$ cat config.mk
export PLATFORM = sky130hd
export DESIGN_NAME = bidio_port
export DESIGN_NICKNAME = d
export VERILOG_FILES = /design/src/hdl/bidio_pin.v /design/src/hdl/bidio_port.v
export VERILOG_INCLUDE_DIRS = /design/src /design/src/pkg
export SDC_FILE = /design/constraint.sdc
export NUM_CORES = 1
export LEC_CHECK = 0
export BUFFER_PORTS_ARGS = -buffer_cell sky130_fd_sc_hd__buf_2
export CELL_PAD_IN_SITES_DETAIL_PLACEMENT = 0
export CELL_PAD_IN_SITES_GLOBAL_PLACEMENT = 1
export CORE_MARGIN = 2
export CORE_UTILIZATION = 40
export CTS_BUF_LIST = sky130_fd_sc_hd__clkbuf_16
export DETAILED_ROUTE_END_ITERATION = 10
export GPL_ROUTABILITY_DRIVEN = 0
export PLACE_DENSITY = 0.88
export RECOVER_POWER = 50
export SYNTH_ARGS = -nofsm -noshare
export SYNTH_HDL_FRONTEND = slang
export SYNTH_SLANG_ARGS = --single-unit
$ cat constraint.sdc
create_clock -name clk -period 2.34 [get_ports clk]
set_clock_uncertainty 0.15 [all_clocks]
set_input_delay 0.702 -clock clk [delete_from_list [all_inputs] [get_ports clk]]
set_output_delay 0.702 -clock clk [all_outputs]
set_load 0.05 [all_outputs]
$ cat src/pkg/bidio_consts.vh
`ifndef BIDIO_CONSTS_VH
`define BIDIO_CONSTS_VH

// Register indices; byte address is four times the index
`define BIDIO_IDX_P1_DATA 3'h0
`define BIDIO_IDX_P1_DIR 3'h1
`define BIDIO_IDX_P1_OPT 3'h2
`define BIDIO_IDX_P2_DATA 3'h3
`define BIDIO_IDX_P2_DIR 3'h4
`define BIDIO_IDX_P2_OPT 3'h5
`define BIDIO_IDX_IRQ_CTRL 3'h6
`define BIDIO_IDX_IRQ_STAT 3'h7

// Address field positions
`define BIDIO_ADDR_W 8
`define BIDIO_IDX_MSB 4
`define BIDIO_IDX_LSB 2

// Port widths
`define BIDIO_P1_W 8
`define BIDIO_P2_W 7
`define BIDIO_PIN_W 15
`define BIDIO_VEC_W 2

// Reset values
`define BIDIO_P1_DATA_RST 8'hff
`define BIDIO_P1_DIR_RST 8'h00
`define BIDIO_P1_OPT_RST 8'h40
`define BIDIO_P2_DATA_RST 7'h7f
`define BIDIO_P2_DIR_RST 7'h00
`define BIDIO_P2_OPT_RST 7'h00
`define BIDIO_IRQ_MASK_RST 1'h1

// Interrupt control fields
`define BIDIO_IRQ_MASK_BIT 0
`define BIDIO_IRQ_VEC_P1 0
`define BIDIO_IRQ_VEC_P2 1

`endif

$ cat src/hdl/bidio_pin.v
`timescale 1ns/1ps
module bidio_pin (
  input wire dir,
  input wire latch,
  input wire opt,
  input wire alt_out_en,
  input wire alt_out,
  input wire pin_level,
  output reg drive_level,
  output reg drive_oe_n,
  output reg pullup_en,
  output reg read_bit,
  output reg alt_in,
  output reg irq_en
);

  always @* begin
    drive_level = 1'b0;
    drive_oe_n = 1'b1;
    pullup_en = 1'b0;
    read_bit = pin_level;
    alt_in = pin_level;
    irq_en = 1'b0;
    if (alt_out_en) begin
      drive_level = alt_out; // RULE5
      drive_oe_n = 1'b0; // RULE5
      if (!dir) begin
        read_bit = alt_out; // RULE6
      end else begin
        read_bit = latch;
      end
    end else begin
      case ({dir, opt}) // RULE4
        2'b00: begin
          alt_in = pin_level; // RULE8
          read_bit = pin_level; // RULE18
        end
        2'b01: begin
          pullup_en = 1'b1; // RULE19
          irq_en = 1'b1; // RULE19
          read_bit = pin_level; // RULE18
        end
        2'b10: begin
          drive_level = 1'b0;
          drive_oe_n = latch; // RULE3
          read_bit = latch; // RULE2
          alt_in = latch; // RULE7
        end
        2'b11: begin
          drive_level = latch; // RULE1
          drive_oe_n = 1'b0; // RULE3
          read_bit = latch; // RULE2
          alt_in = latch; // RULE7
        end
        default: begin
          drive_oe_n = 1'b1;
        end
      endcase
    end
  end

endmodule // bidio_pin

$ cat src/hdl/bidio_port.v
// Added by the designer: the register addresses and the APB interface to the registers.
`timescale 1ns/1ps
`include "bidio_consts.vh"

// Contract
// RULE1: Direction bit one makes the pin an output driven from its data latch.
// RULE2: In output mode a data read returns the latch, not the pin.
// RULE3: Option selects push-pull or open-drain; open-drain releases on latch one.
// RULE4: Direction and option decode to floating, pull-up, open-drain, push-pull.
// RULE5: Enabled peripheral output forces the pin to output, driving the peripheral signal.
// RULE6: Input pin with peripheral output enabled reads back the peripheral level.
// RULE7: Output pin feeds its latch level to the peripheral input.
// RULE8: Floating input passes its pin level to the peripheral input.
// RULE9: Software disables pin interrupt before using it as peripheral input.
// RULE10: Software avoids pull-up inputs for peripheral inputs to save current.
// RULE11: Bidirectional peripheral signals need the pin set as floating input.
// RULE12: Software keeps analog and digital functions apart; clock pins only clock.
// RULE13: Analog converter inputs need floating input configuration.
// RULE14: Software changes configurations only along safe transitions.
// RULE15: Interrupt request only when pin selects interrupt input and mask is clear.
// RULE16: Low-power modes keep pin states; pending external interrupt wakes device.
// RULE17: Bit x of direction, data and option registers controls pin x.
// RULE18: Direction bit zero makes an input whose data read returns the pin.
// RULE19: Option bit in input mode enables pull-up and interrupt source.
// RULE20: Request latch clears when the processor fetches its vector.
module bidio_port (
  input wire clk,
  input wire nrst,
  input wire [7:0] paddr,
  input wire psel,
  input wire penable,
  input wire pwrite,
  input wire [31:0] pwdata,
  output reg [31:0] prdata,
  output reg pready,
  output reg pslverr,
  input wire [7:0] port_one_pins_in,
  output reg [7:0] port_one_pins_out,
  output reg [7:0] port_one_pins_oe_n,
  output reg [7:0] port_one_pullup_en,
  input wire [7:0] port_one_alt_out_en,
  input wire [7:0] port_one_alt_out,
  output reg [7:0] port_one_alt_in,
  input wire [6:0] port_two_pins_in,
  output reg [6:0] port_two_pins_out,
  output reg [6:0] port_two_pins_oe_n,
  output reg [6:0] port_two_pullup_en,
  input wire [6:0] port_two_alt_out_en,
  input wire [6:0] port_two_alt_out,
  output reg [6:0] port_two_alt_in,
  input wire [1:0] vector_fetch,
  output reg [1:0] ext_irq_req,
  output reg wake_req
);

  reg [7:0] p1_data;
  reg [7:0] p1_dir;
  reg [7:0] p1_opt;
  reg [6:0] p2_data;
  reg [6:0] p2_dir;
  reg [6:0] p2_opt;
  reg irq_mask;
  reg [1:0] irq_pend;
  reg [14:0] sync_1;
  reg [14:0] sync_2;
  reg [1:0] comb_prev;

  wire [14:0] all_dir;
  wire [14:0] all_data;
  wire [14:0] all_opt;
  wire [14:0] all_alt_en;
  wire [14:0] all_alt_out;
  wire [14:0] all_pins_in;
  wire [14:0] drv_level;
  wire [14:0] drv_oe_n;
  wire [14:0] pull_en;
  wire [14:0] rd_bits;
  wire [14:0] alt_in_bits;
  wire [14:0] irq_en;
  wire [2:0] reg_idx;
  wire setup_ph;
  wire access_ph;
  wire wr_en;
  wire addr_ok;
  wire [1:0] comb_level;
  wire [1:0] irq_event;
  reg [31:0] next_prdata;
  reg next_pslverr;
  reg [1:0] next_irq_pend;

  // Pack both ports so that bit x of each register reaches pin x
  assign all_dir = {p2_dir, p1_dir}; // RULE17
  assign all_data = {p2_data, p1_data}; // RULE17
  assign all_opt = {p2_opt, p1_opt}; // RULE17
  assign all_alt_en = {port_two_alt_out_en, port_one_alt_out_en};
  assign all_alt_out = {port_two_alt_out, port_one_alt_out};
  assign all_pins_in = {port_two_pins_in, port_one_pins_in};

  // Pins arrive from outside the clock domain
  always @(posedge clk or negedge nrst) begin
    if (!nrst) begin
      // Idle high, so a pull-up interrupt pin sees no false edge after reset
      sync_1 <= 15'h7fff;
      sync_2 <= 15'h7fff;
    end else begin
      sync_1 <= all_pins_in;
      sync_2 <= sync_1;
    end
  end

  genvar gi;
  generate
    for (gi = 0; gi < `BIDIO_PIN_W; gi = gi + 1) begin : g_pin
      bidio_pin u_pin (
        .dir(all_dir[gi]),
        .latch(all_data[gi]),
        .opt(all_opt[gi]),
        .alt_out_en(all_alt_en[gi]),
        .alt_out(all_alt_out[gi]),
        .pin_level(sync_2[gi]),
        .drive_level(drv_level[gi]),
        .drive_oe_n(drv_oe_n[gi]),
        .pullup_en(pull_en[gi]),
        .read_bit(rd_bits[gi]),
        .alt_in(alt_in_bits[gi]),
        .irq_en(irq_en[gi])
      );
    end
  endgenerate

  // Pad and peripheral outputs registered; no low-power gating touches them
  always @(posedge clk or negedge nrst) begin
    if (!nrst) begin
      port_one_pins_out <= 8'h00;
      port_one_pins_oe_n <= 8'hff;
      port_one_pullup_en <= 8'h00;
      port_one_alt_in <= 8'h00;
      port_two_pins_out <= 7'h00;
      port_two_pins_oe_n <= 7'h7f;
      port_two_pullup_en <= 7'h00;
      port_two_alt_in <= 7'h00;
    end else begin
      port_one_pins_out <= drv_level[7:0]; // RULE16
      port_one_pins_oe_n <= drv_oe_n[7:0];
      port_one_pullup_en <= pull_en[7:0];
      port_one_alt_in <= alt_in_bits[7:0];
      port_two_pins_out <= drv_level[14:8]; // RULE16
      port_two_pins_oe_n <= drv_oe_n[14:8];
      port_two_pullup_en <= pull_en[14:8];
      port_two_alt_in <= alt_in_bits[14:8];
    end
  end

  // APB decode
  assign reg_idx = paddr[`BIDIO_IDX_MSB:`BIDIO_IDX_LSB];
  assign addr_ok = (paddr[7:5] == 3'h0) && (paddr[1:0] == 2'h0);
  assign setup_ph = psel && !penable;
  assign access_ph = psel && penable && pready;
  assign wr_en = access_ph && pwrite && addr_ok;

  always @* begin
    next_prdata = 32'h00000000;
    next_pslverr = !addr_ok;
    case (reg_idx)
      `BIDIO_IDX_P1_DATA: next_prdata = {24'h000000, rd_bits[7:0]}; // RULE2
      `BIDIO_IDX_P1_DIR: next_prdata = {24'h000000, p1_dir};
      `BIDIO_IDX_P1_OPT: next_prdata = {24'h000000, p1_opt};
      `BIDIO_IDX_P2_DATA: next_prdata = {25'h0000000, rd_bits[14:8]}; // RULE18
      `BIDIO_IDX_P2_DIR: next_prdata = {25'h0000000, p2_dir};
      `BIDIO_IDX_P2_OPT: next_prdata = {25'h0000000, p2_opt};
      `BIDIO_IDX_IRQ_CTRL: next_prdata = {31'h00000000, irq_mask};
      `BIDIO_IDX_IRQ_STAT: next_prdata = {30'h00000000, irq_pend};
      default: next_prdata = 32'h00000000;
    endcase
    if (!addr_ok) begin
      next_prdata = 32'h00000000;
    end
  end

  // Zero wait states: pready rises in the first access cycle
  always @(posedge clk or negedge nrst) begin
    if (!nrst) begin
      prdata <= 32'h00000000;
      pready <= 1'b0;
      pslverr <= 1'b0;
    end else if (setup_ph) begin
      prdata <= pwrite ? 32'h00000000 : next_prdata;
      pready <= 1'b1;
      pslverr <= next_pslverr;
    end else begin
      prdata <= 32'h00000000;
      pready <= 1'b0;
      pslverr <= 1'b0;
    end
  end

  // Writes to the latch in input mode only change the latch
  always @(posedge clk or negedge nrst) begin
    if (!nrst) begin
      p1_data <= `BIDIO_P1_DATA_RST;
      p1_dir <= `BIDIO_P1_DIR_RST;
      p1_opt <= `BIDIO_P1_OPT_RST;
      p2_data <= `BIDIO_P2_DATA_RST;
      p2_dir <= `BIDIO_P2_DIR_RST;
      p2_opt <= `BIDIO_P2_OPT_RST;
      irq_mask <= `BIDIO_IRQ_MASK_RST;
    end else if (wr_en) begin
      case (reg_idx)
        `BIDIO_IDX_P1_DATA: p1_data <= pwdata[7:0]; // RULE1
        `BIDIO_IDX_P1_DIR: p1_dir <= pwdata[7:0];
        `BIDIO_IDX_P1_OPT: p1_opt <= pwdata[7:0];
        `BIDIO_IDX_P2_DATA: p2_data <= pwdata[6:0]; // RULE1
        `BIDIO_IDX_P2_DIR: p2_dir <= pwdata[6:0];
        `BIDIO_IDX_P2_OPT: p2_opt <= pwdata[6:0];
        `BIDIO_IDX_IRQ_CTRL: irq_mask <= pwdata[`BIDIO_IRQ_MASK_BIT];
        default: irq_mask <= irq_mask;
      endcase
    end
  end

  // Pins on one vector combine: any enabled pin low pulls the line low
  assign comb_level[`BIDIO_IRQ_VEC_P1] = &(sync_2[7:0] | ~irq_en[7:0]); // RULE15
  assign comb_level[`BIDIO_IRQ_VEC_P2] = &(sync_2[14:8] | ~irq_en[14:8]); // RULE15
  assign irq_event = comb_prev & ~comb_level;

  always @* begin
    next_irq_pend = irq_pend & ~vector_fetch; // RULE20
    next_irq_pend = next_irq_pend | irq_event;
  end

  always @(posedge clk or negedge nrst) begin
    if (!nrst) begin
      comb_prev <= 2'h3;
      irq_pend <= 2'h0;
      ext_irq_req <= 2'h0;
      wake_req <= 1'b0;
    end else begin
      comb_prev <= comb_level;
      irq_pend <= next_irq_pend;
      ext_irq_req <= irq_mask ? 2'h0 : next_irq_pend; // RULE15
      wake_req <= |next_irq_pend; // RULE16
    end
  end

endmodule // bidio_port

== Yosys cells after proc, flatten, opt, wreduce, memory -nomap -nowiden ==
Cells that the tools add are included.
Storage, ports and cells
  flip-flop bits (word level): 177
  input port bits: 92
  output and inout bits: 97
  word-level logic and storage cells: 323
Cells by class
  equality and inequality tests: 52
  multiplexer cells: 172
  bitwise gates (word level): 9
  reduce and logical (&&, ||, !) cells: 66
Operator list (count)
  32-bit case mux with 8 select lines: 1
  1-bit 2-to-1 mux: 137
  32-bit 2-to-1 mux: 3
  2-bit OR reduction: 31
  2-bit == test (second input constant): 30
  1-bit case mux with 2 select lines: 30
  2-bit zero test: 16
  2-bit by 1-bit == test with 1-bit output (second input constant): 15
  2-bit AND reduction: 7
  3-bit == test (second input constant): 4
  8-bit inverter: 1
  8-bit OR: 1
  8-bit AND reduction: 1
  7-bit inverter: 1
  7-bit OR: 1
  7-bit AND reduction: 1
  3-bit by 2-bit == test with 1-bit output (second input constant): 2
  1-bit logical AND: 6
  3-bit zero test: 2
  2-bit AND: 2
  2-bit inverter: 2
  3-bit by 1-bit == test with 1-bit output (second input constant): 1
  1-bit zero test: 2
  2-bit 2-to-1 mux: 1
  2-bit OR: 1

== Logic depth before layout (Yosys ltp) ==
Gate-level depths: netlist (run 1).
  word-level depth: 10
  gate-level depth with buffers: 6
  gate-level depth less buffers: 4

== Modules after synthesis ==
A second synthesis (run 1) with hierarchy kept.
Unflattened totals
  cell total of the unflattened synthesis: 513
  area total of the unflattened synthesis: 6481.2 µm²
By module, submodules not included
  bidio_port: instances 1, cells each 333, area an instance 5373.9 µm², sequential area each 3908.7 µm²
  bidio_pin: instances 15, cells each 12, area an instance 73.8 µm², sequential area each 0.0 µm²

== Worst setup path after synthesis (run 1) ==
Ideal clock, no wire load.
  path kind: input to register
  start: in paddr[5]
  end: reg p2_opt[0]
  library setup time: 125 ps
  arrival time: 2264 ps
  data required time: 2065 ps
  path slack: -199 ps
  cell stages on the path: 4
  path buffers: 0
  path through: or4_4 or3_4 nor3_4 mux2_2
On the way
  cells in the longest elaborated chain, start to end: 4
Ends and longest elaborated chain
  start: declaration: line bidio_port.v:29  | input wire [7:0] paddr,
  3-bit zero test: line bidio_port.v:156  | assign addr_ok = (paddr[7:5] == 3'h0) && (paddr[1:0] == 2'h0);
  1-bit logical AND: line bidio_port.v:156
  1-bit logical AND: line bidio_port.v:159  | assign wr_en = access_ph && pwrite && addr_ok;
  2-bit AND reduction (no line)
  end signal: assignment: line bidio_port.v:205  | p2_opt <= `BIDIO_P2_OPT_RST;
  end signal: assignment: line bidio_port.v:214  | `BIDIO_IDX_P2_OPT: p2_opt <= pwdata[6:0];
  end: declaration: line bidio_port.v:61  | reg [6:0] p2_opt;
No other way between the ends.
A chain may end at the register's enable or synchronous reset.

== Worst setup path in the final report (run 1) ==
  start: in paddr[5]
  end: reg p2_opt[3]
Same word-level chain as after synthesis.

==> results of run 1 <==
## final timing paths
kind / start / to / cells past startpoint
max: paddr[5] / p2_opt[3] / 6
min: sync_1[9] / sync_2[9] / 0
max reg2reg: p2_opt[0] / wake_req / 6
min reg2reg: sync_1[9] / sync_2[9] / 0
max in group asynchronous: nrst / prdata[2] / 2
min in group asynchronous: nrst / port_two_pins_out[5] / 1
## per-stage QoR
stage / TNS (ps) / total power, mW / setup WS, ps
5_1_grt: 0 / 6.70 / 6.22
4_1_cts: 0 / 6.54 / 68.1
3_3_place_gp: -13470 / 3.47 / -359
3_5_place_dp: -14090 / 3.48 / -379
6_report: 0 / 6.47 / 48.8
2_1_floorplan: -4230 / 3.25 / -199
## sequential cells by signal, indices dropped and copies added (netlist names), 8 cells and up
signal              flops
sync_1                 15
prdata                  8
port_one_pins_oe_n      8
port_one_alt_in         8
p1_data                 8
port_one_pins_out       8
port_one_pullup_en      8
p1_opt                  8
p1_dir                  8
sync_2                 15
## synthesized netlist by cell type (all sizes together)
| cell | instances |
|---|---|
| a2111oi | 1 |
| nor2b | 16 |
| a31o | 1 |
| and2 | 2 |
| nor4b | 8 |
| nand4 | 2 |
| o21ai | 32 |
| a32o | 6 |
| mux2i | 16 |
| mux2 | 62 |
| nor4 | 1 |
| a22o | 1 |
| or3 | 1 |
| nand2 | 28 |
| nor3b | 8 |
| dfrtp | 89 |
| inv | 16 |
| a2111o | 1 |
| buf | 28 |
| or4 | 2 |
| and3 | 2 |
| dfstp | 64 |
| nand2b | 33 |
| nor3 | 8 |
| conb | 1 |
| o31ai | 1 |
| nor2 | 13 |
| nand3b | 1 |
| nand3 | 8 |
| a21oi | 27 |
| o31a | 1 |
| a22oi | 1 |
| clkbuf | 7 |
| a221oi | 9 |
| o41ai | 1 |
| o22ai | 6 |
## final cells by class
type | count | area, um^2 | area share, %
well taps | 216 | 270 | 3.29
multi-input cells | 323 | 2350 | 28.6
repair buffers | 170 | 967 | 11.8
inverters | 16 | 60.1 | 0.731
flip-flops and latches | 153 | 3910 | 47.6
clock inverters | 15 | 234 | 2.85
clock buffers | 17 | 425 | 5.18
## layer usage
| metal | vias up | share of wire [%] | track usage [%] |
|---|---|---|---|
| li1 | 2095 | - | - |
| met1 | 2250 | 44 | 23.9 |
| met2 | 120 | 50 | 30.7 |
| met3 | 22 | 4.9 | 5.04 |
| met4 | 2 | 1.4 | 5.82 |
| met5 | - | 0.086 | 0 |
## cell families after synthesis
family | count (synthesis) | synth area share [%]
compound gates | 88 | 8.50
buf+inv | 51 | 4.47
flops | 153 | 61.3
mux | 78 | 13.5
other cells | 1 | 0.0588
simple gates | 133 | 12.2
## where the power goes
group	internal (mW)	switching, mW
sequential	2.76	0.0324
combinational	0.157	0.474
clock	1.98	1.06
total	4.90	1.57
==> metrics.md, run 1 <==
| Metric | Value |
|---|---|
| Pins Over Slew Limit | 0 |
| Final Instance Area | 8220 um^2 |
| Synth Warn # | 0 |
| Number of global-route vias before repair | 4549 |
| CP startpoint kind | primary input |
| Crit Path Class | in -> reg |
| Most frequent cells in the layout | buf_2 (134), dfrtp_1 (89), dfstp_2 (49), mux2_2 (41), nand2b_1 (33) |
| Delay-heaviest family, CP | simple AND/OR/NAND/NOR gates |
| FILL cells | 1338 |
| Die height | 130 um |
| Max Clk Rate | 436 MHz |
| WHS | 205 ps |
| Total track usage | 18.6% |
| Overflow after GRT | 0 |
| R2R Setup Slk | 340 ps |
| Placeable Area | 15700 um^2 |
| Via count | 4489 |
| Post-synth top area share | 34.9% |
| Util after Layout | 52.3% |
| Slew headroom | 26.2% |
| Antenna fix cells | 0 |
| Post-detail-place hpwl | 11300 um |
| Lkg Pwr | 3.81 nW |
| # clock sinks | 153 |
| Drt total wl | 15100 um |
| Number of distinct library cells after synthesis | 41 |
| I/O pins | 189 |
| Cell Rows | 46 |
| DRC violations left | 0 |
| Post-CTS Setup Inserts | 0 |
| Fin crit share | 97.9% |
| Fin crit period | 2290 ps |
| Max VDD drop | 0.000522 V |
| CTS Hold Bufs | 0 |
| Clock Path Buffers | 2 |
| Final Hold Fails | 0 |
| H-tree levels | 4 |
| Placed inst area | 7610 um^2 |
| Worst-Margin Slew | 1110 ps |
| Power Density | 787 nW/um^2 |
| Clock slew at reported path FFs | 60 ps |
| P&R area growth vs syn | 28.9% |
| Crit end category | register |
| CTS tree | built |
| DIE WIDTH | 130 um |
| Yosys top cell by area | dfrtp_1 |
| Commonest non-fill, non-tap cell in the layout | buf_2 |
| WP data required | 2500 ps |
| Vias per std cell | 4.93 |
| CP max stage delay | 570 ps |
| Non-filler cells in the finished layout | 910 |
| Die footprint | 17000 um^2 |
| Hold WC Path Type | reg -> reg |
| # resized after CTS | 0 |
| Clk Latency, worst-skew pair | 430 ps |
| Initial Util | 40.6% |
| Total CTS buffers | 17 |
| Number of DRC markers in iteration 0 | 169 |
| Initial antenna violation count | 1 |
| DR WL/cell | 16.6 um |
| Critical-path cell list | buf_2 -> or4_4 -> or3_4 -> nor3_4 -> buf_12 -> mux2_2 |
| Synth Cell Area | 6370 um^2 |
| Post-synthesis sequential area ratio | 61.3% |
| Layout cells sized above 1 | 44.7% |
| Layout Nets | 773 |
| Port buffer count | 140 |
| Critical path buffers and inverters | 2 |
| Status | complete, no violations |
| Slowest CP cell | or4_4 |
| Final ANT Viol Nets | 0 |
| Mean post-synth cell area | 12.6 um^2 |
| Initial DRT Pass Iterations | 4 |
| Worst EP arrival | 2450 ps |
| Final Setup Violations | 0 |
| Mapped Cells | 504 |
| RSZ-0062 raised after global routing | false |
| Max Cap Viol | 0 |
| Yosys reg bits | 153 |
| Largest net degree at the start of global routing | 45 |
| Root Buffer | clkbuf_16 |
| First-pass GRT wire length | 23700 um |
| Dpl cells | 878 |
| Critical-path maximum fanout | 7 |
| Top cells by area, synth | dfrtp_1 (35%), dfstp_2 (26%), mux2_2 (11%) |
Power figures use the tool's default switching activity.
==> run 2: changes to the inputs <==
- clock period: 2.34 -> 2.55 ns (I/O delays scaled with it)
==> run 2 against run 1 <==
- utilization shrank 1.0 points
- global-route usage decreased by 0.19 points
- flip-flop and latch count did not move
- critical path depth grew 1
- combinational power fell by 10%
- wire length shrank 0.65%
- design area shrank 1.9%
==> metrics.md, run 2 (synthesis gave the netlist of run 1 again) <==
| Metric | Value |
|---|---|
| Status | complete, no violations |
| CP startpoint kind | primary input |
| WP data required | 2700 ps |
| Post-detail-place hpwl | 11100 um |
| Antenna fix cells | 0 |
| Port buffer count | 140 |
| Crit Path Class | in -> reg |
| DRC violations left | 0 |
| Max Clk Rate | 429 MHz |
| Max Cap Viol | 0 |
| Most frequent cells in the layout | buf_2 (133), dfrtp_1 (89), mux2_2 (62), dfstp_2 (48), nand2b_1 (33) |
| Commonest non-fill, non-tap cell in the layout | buf_2 |
| I/O pins | 189 |
| Number of DRC markers in iteration 0 | 213 |
| Power Density | 741 nW/um^2 |
| Clk Latency, worst-skew pair | 420 ps |
| WHS | 204 ps |
| Die height | 130 um |
| Layout Nets | 765 |
| Placeable Area | 15700 um^2 |
| DR WL/cell | 16.7 um |
| Hold WC Path Type | reg -> reg |
| Clock slew at reported path FFs | 50 ps |
| P&R area growth vs syn | 26.4% |
| Util after Layout | 51.3% |
| Slowest CP cell | or4_4 |
| Cell Rows | 46 |
| First-pass GRT wire length | 23400 um |
| Clock Path Buffers | 2 |
| Final Hold Fails | 0 |
| Via count | 4438 |
| Vias per std cell | 4.92 |
| H-tree levels | 4 |
| Worst-Margin Slew | 1110 ps |
| Lkg Pwr | 3.77 nW |
| Layout cells sized above 1 | 43.3% |
| Most common cell on crit path | buf_4 |
| DR top layer | met5 |
| # resized after CTS | 0 |
| # clock sinks | 153 |
| Die footprint | 17000 um^2 |
| Fin crit share | 91.5% |
| Fin crit period | 2330 ps |
| Initial DRT Pass Iterations | 4 |
| Worst setup margin | 217 ps |
| CTS tree | built |
| DIE WIDTH | 130 um |
| Final Setup Violations | 0 |
| Max VDD drop | 0.000463 V |
| Critical-path maximum fanout | 7 |
| Metal2 WL | 7040 um |
| Initial Util | 40.6% |
| Met3 wire length | 983 um |
| Number of global-route vias before repair | 4474 |
| Pre-CTS setup slack | -223 ps |
| Total track usage | 18.4% |
| Final ANT Viol Nets | 0 |
| RSZ-0062 raised after global routing | false |
| Pins Over Slew Limit | 0 |
| Overflow after GRT | 0 |
| Critical-path cell list | buf_2 -> or4_4 -> nor3_4 -> buf_4 -> nand3_1 -> buf_4 -> mux2_2 |
| CTS Hold Bufs | 0 |
| Wl on met1 | 6700 um |
| Setup_tns | 0 ps |
| Largest registers | sync_1 (15), sync_2 (15) |
| Largest net degree at the start of global routing | 58 |
| Root Buffer | clkbuf_16 |
| Total CTS buffers | 17 |
| CP max stage delay | 560 ps |
| Worst EP arrival | 2480 ps |
| Crit end category | register |
| Drt total wl | 15000 um |
| Post-CTS Setup Inserts | 0 |
| Initial antenna violation count | 1 |
| Slew headroom | 26.1% |
[run 2: changes by cell type in the layout (fill, tap and decap cells not counted), sizes merged]
cell	previous run	this run
clkbuf	29	25
clkinvlp	2	0
bufinv	6	7
inv	18	20
buf	158	154
clkinv	5	4
[run 2: worst paths after layout]
kind	start	to	slack (ps)	depth (start not counted)
worst max-delay path	paddr[5]	p2_dir[0]	220	7
worst min-delay path	sync_1[8]	sync_2[8]	200	0
worst max register to register	p2_opt[0]	wake_req	600	6
worst min register to register	sync_1[8]	sync_2[8]	200	0
max in group asynchronous	nrst	port_two_pins_out[0]	460	2
min in group asynchronous	nrst	port_one_alt_in[3]	390	1
[run 2: layer usage]
layer	up-vias	track usage, %
met3	25	5.82
met2	150	28.9
met5	-	0
met4	2	6.77
met1	2187	24.0
li1	2074	-
[run 2: layout make-up]
| cell class | count | area [um^2] |
|---|---|---|
| fillers | 1385 | 7660 |
| clock buffers | 17 | 425 |
| clock inverters | 15 | 241 |
| flip-flops and latches | 153 | 3910 |
| repair buffers | 162 | 883 |
| multi-input cells | 323 | 2270 |
| inverters | 16 | 60.1 |
| well taps | 216 | 270 |
[run 2: stage by stage]
| stage | power, mW | area [um^2] | cells |
|---|---|---|---|
| final | 5.97 | 8060 | 902 |
| after global routing | 6.19 | 8060 | 902 |
| after CTS | 6.04 | 8080 | 902 |
| after detailed placement | 3.18 | 7420 | 870 |
| after global placement | 3.17 | 7420 | 870 |
| after floorplan | 2.98 | 6460 | 527 |
[run 2: critical path, delay by kind of cell]
family | cells | cell delay (ps)
buffers and inverters | 3 | 460
AND/OR/NAND/NOR | 3 | 970
multiplexers | 1 | 280
[run 2: power breakdown]
part / internal, mW / total [mW] / switching (mW)
registers: 2.54 / 2.57 / 0.0299
logic: 0.138 / 0.568 / 0.430
clock network: 1.91 / 2.84 / 0.930
total: 4.58 / 5.97 / 1.39
==> run 3: changes to the inputs <==
- CORE_UTILIZATION: 40 -> 44
- PLACE_DENSITY: 0.88 -> 0.95
- REMOVE_ABC_BUFFERS: unset -> 1
- clock period: 2.55 -> 2.86 ns (I/O delays scaled with it)
==> run 3 against run 2 <==
- non-clock buffer count is 1 lower
- combinational power is 11% lower
- sequential power decreased by 11%
- register-to-register slack better by 240 ps
- via count increased by 0.61%
- highest routed layer is now met4
- critical path type unchanged
- first-iteration DRC count is 54% higher
- total power is 18% lower
- worst hold slack lost 11 ps
- worst setup slack better by 150 ps
==> metrics.md, run 3 (synthesis gave the netlist of run 1 again) <==
| Metric | Value |
|---|---|
| Status | complete, no violations |
| Psw | 1.24 mW |
| Final ANT Viol Nets | 0 |
| CTS Hold Bufs | 0 |
| Most frequent cells in the layout | buf_2 (125), dfrtp_1 (89), mux2_2 (62), dfstp_2 (48), nand2b_1 (33) |
| I/O pins | 189 |
| Layout Nets | 764 |
| Switch share | 25.4% |
| Die footprint | 15500 um^2 |
| Number of DRC markers in iteration 0 | 329 |
| Setup_tns | 0 ps |
| Initial DRT Pass Iterations | 4 |
| Root Buffer | clkbuf_16 |
| Max Clk Rate | 402 MHz |
| Drt total wl | 14700 um |
| DR WL/cell | 17.0 um |
| Clock slew at reported path FFs | 60 ps |
| Pins Over Slew Limit | 0 |
| Number of global-route vias before repair | 4667 |
| Post-CTS Setup Inserts | 0 |
| Placeable Area | 14000 um^2 |
| Clk Latency, worst-skew pair | 430 ps |
| Slowest CP cell | or4_4 |
| DRC violations left | 0 |
| Slew headroom | 11.3% |
| Critical path buffers and inverters | 1 |
| Fin crit period | 2490 ps |
| Commonest non-fill, non-tap cell in the layout | buf_2 |
| Final Setup Violations | 0 |
| Largest net degree at the start of global routing | 56 |
| Worst EP arrival | 2650 ps |
| Clock Path Buffers | 2 |
| H-tree levels | 4 |
| Max Cap Viol | 0 |
| Crit end category | register |
| DIE WIDTH | 124 um |
| Port buffer count | 140 |
| Power Density | 620 nW/um^2 |
| Via count | 4465 |
| CP max stage delay | 560 ps |
| Util after Layout | 56.1% |
| Worst flop-to-flop path endpoint | wake_req |
| Worst Hold Depth | 0 |
| WP data required | 3020 ps |
| WHS | 193 ps |
| Final Hold Fails | 0 |
| Critical-path maximum fanout | 7 |
| Max VDD drop | 0.000527 V |
| Final Instance Area | 7870 um^2 |
| CP startpoint kind | primary input |
| Initial antenna violation count | 0 |
| Total CTS buffers | 17 |
| Reg power frac | 46.9% |
| RSZ-0062 raised after global routing | false |
| Total track usage | 19.5% |
| P&R area growth vs syn | 23.5% |
| Number of cells on the worst reg-to-reg path | 4 |
| Cell Rows | 43 |
| # resized after CTS | 0 |
| Largest registers | sync_1 (15), sync_2 (15) |
| CTS tree | built |
| Post-detail-place hpwl | 10800 um |
| Delay-heaviest family, CP | simple AND/OR/NAND/NOR gates |
| # clock sinks | 153 |
| Crit path capture | p1_opt[1] |
| FF-to-FF Start | p2_opt[0] |
| Hold WC Path Type | reg -> reg |
| R2R Setup Slk | 840 ps |
| Layout cells sized above 1 | 42.0% |
| Crit path from | paddr[5] |
| Placed inst area | 7360 um^2 |
| Pre-CTS setup slack | -55.4 ps |
| Crit Path Class | in -> reg |
| Clock share of power | 42.7% |
| Worst setup margin | 372 ps |
| Vias per std cell | 5.16 |
| Overflow after GRT | 0 |
| Die height | 124 um |
| Worst-Margin Slew | 1330 ps |
| Critical-path cell list | buf_2 -> or4_4 -> nor3_4 -> and2_1 -> mux2_2 |
| First-pass GRT wire length | 23700 um |
| Int Pwr | 3.64 mW |
| CP Depth | 5 |
| Fin crit share | 87.0% |
| Lkg Pwr | 3.68 nW |
| Initial Util | 45.4% |
| Logic pwr share | 10.3% |
## run 3: cell types whose count changed in the layout (fill, tap and decap cells not counted), sizes merged
cell | previous run | this run
diode | 0 | 1
buf | 154 | 144
bufinv | 7 | 2
clkinvlp | 0 | 3
inv | 20 | 21
clkinv | 4 | 5
clkbuf | 25 | 34
## run 3: metrics by stage
stage,power (mW),instances
floorplan,2.63,492
global placement,2.83,833
detailed placement,2.84,833
CTS,4.93,865
global route,5.07,865
finish,4.88,866
## run 3: final cells by class
type	instances	area [um^2]
well taps	180	225
flip-flops and latches	153	3910
multi-input cells	323	2270
inverters	16	60.1
diodes	1	2.50
clock buffers	17	425
fillers	1190	6170
clock inverters	15	125
repair buffers	161	860
## run 3: power groups by stage
stage	Sequential [mW]	Combinational (mW)	Clock [mW]
floorplan	2.47	0.155	0
global placement	2.32	0.505	0
detailed placement	2.33	0.513	0
CTS	2.29	0.515	2.13
global route	2.30	0.540	2.23
finish	2.29	0.504	2.09
## run 3: per-layer routing
metal	global-route usage, %	wire length [um]	vias up
met5	0	0	-
met4	6.54	223	0
met3	5.54	901	19
met2	31.7	7380	160
met1	25.2	6210	2219
li1	-	-	2067
## run 3: worst min path at each step
| stage | to | from |
|---|---|---|
| 2_1_floorplan | sync_2[0] | sync_1[0] |
| 3_3_place_gp | sync_2[8] | sync_1[8] |
| 5_1_grt | sync_2[7] | sync_1[7] |
| 6_report | sync_2[7] | sync_1[7] |
| 3_5_place_dp | sync_2[0] | sync_1[0] |
| 4_1_cts | sync_2[7] | sync_1[7] |
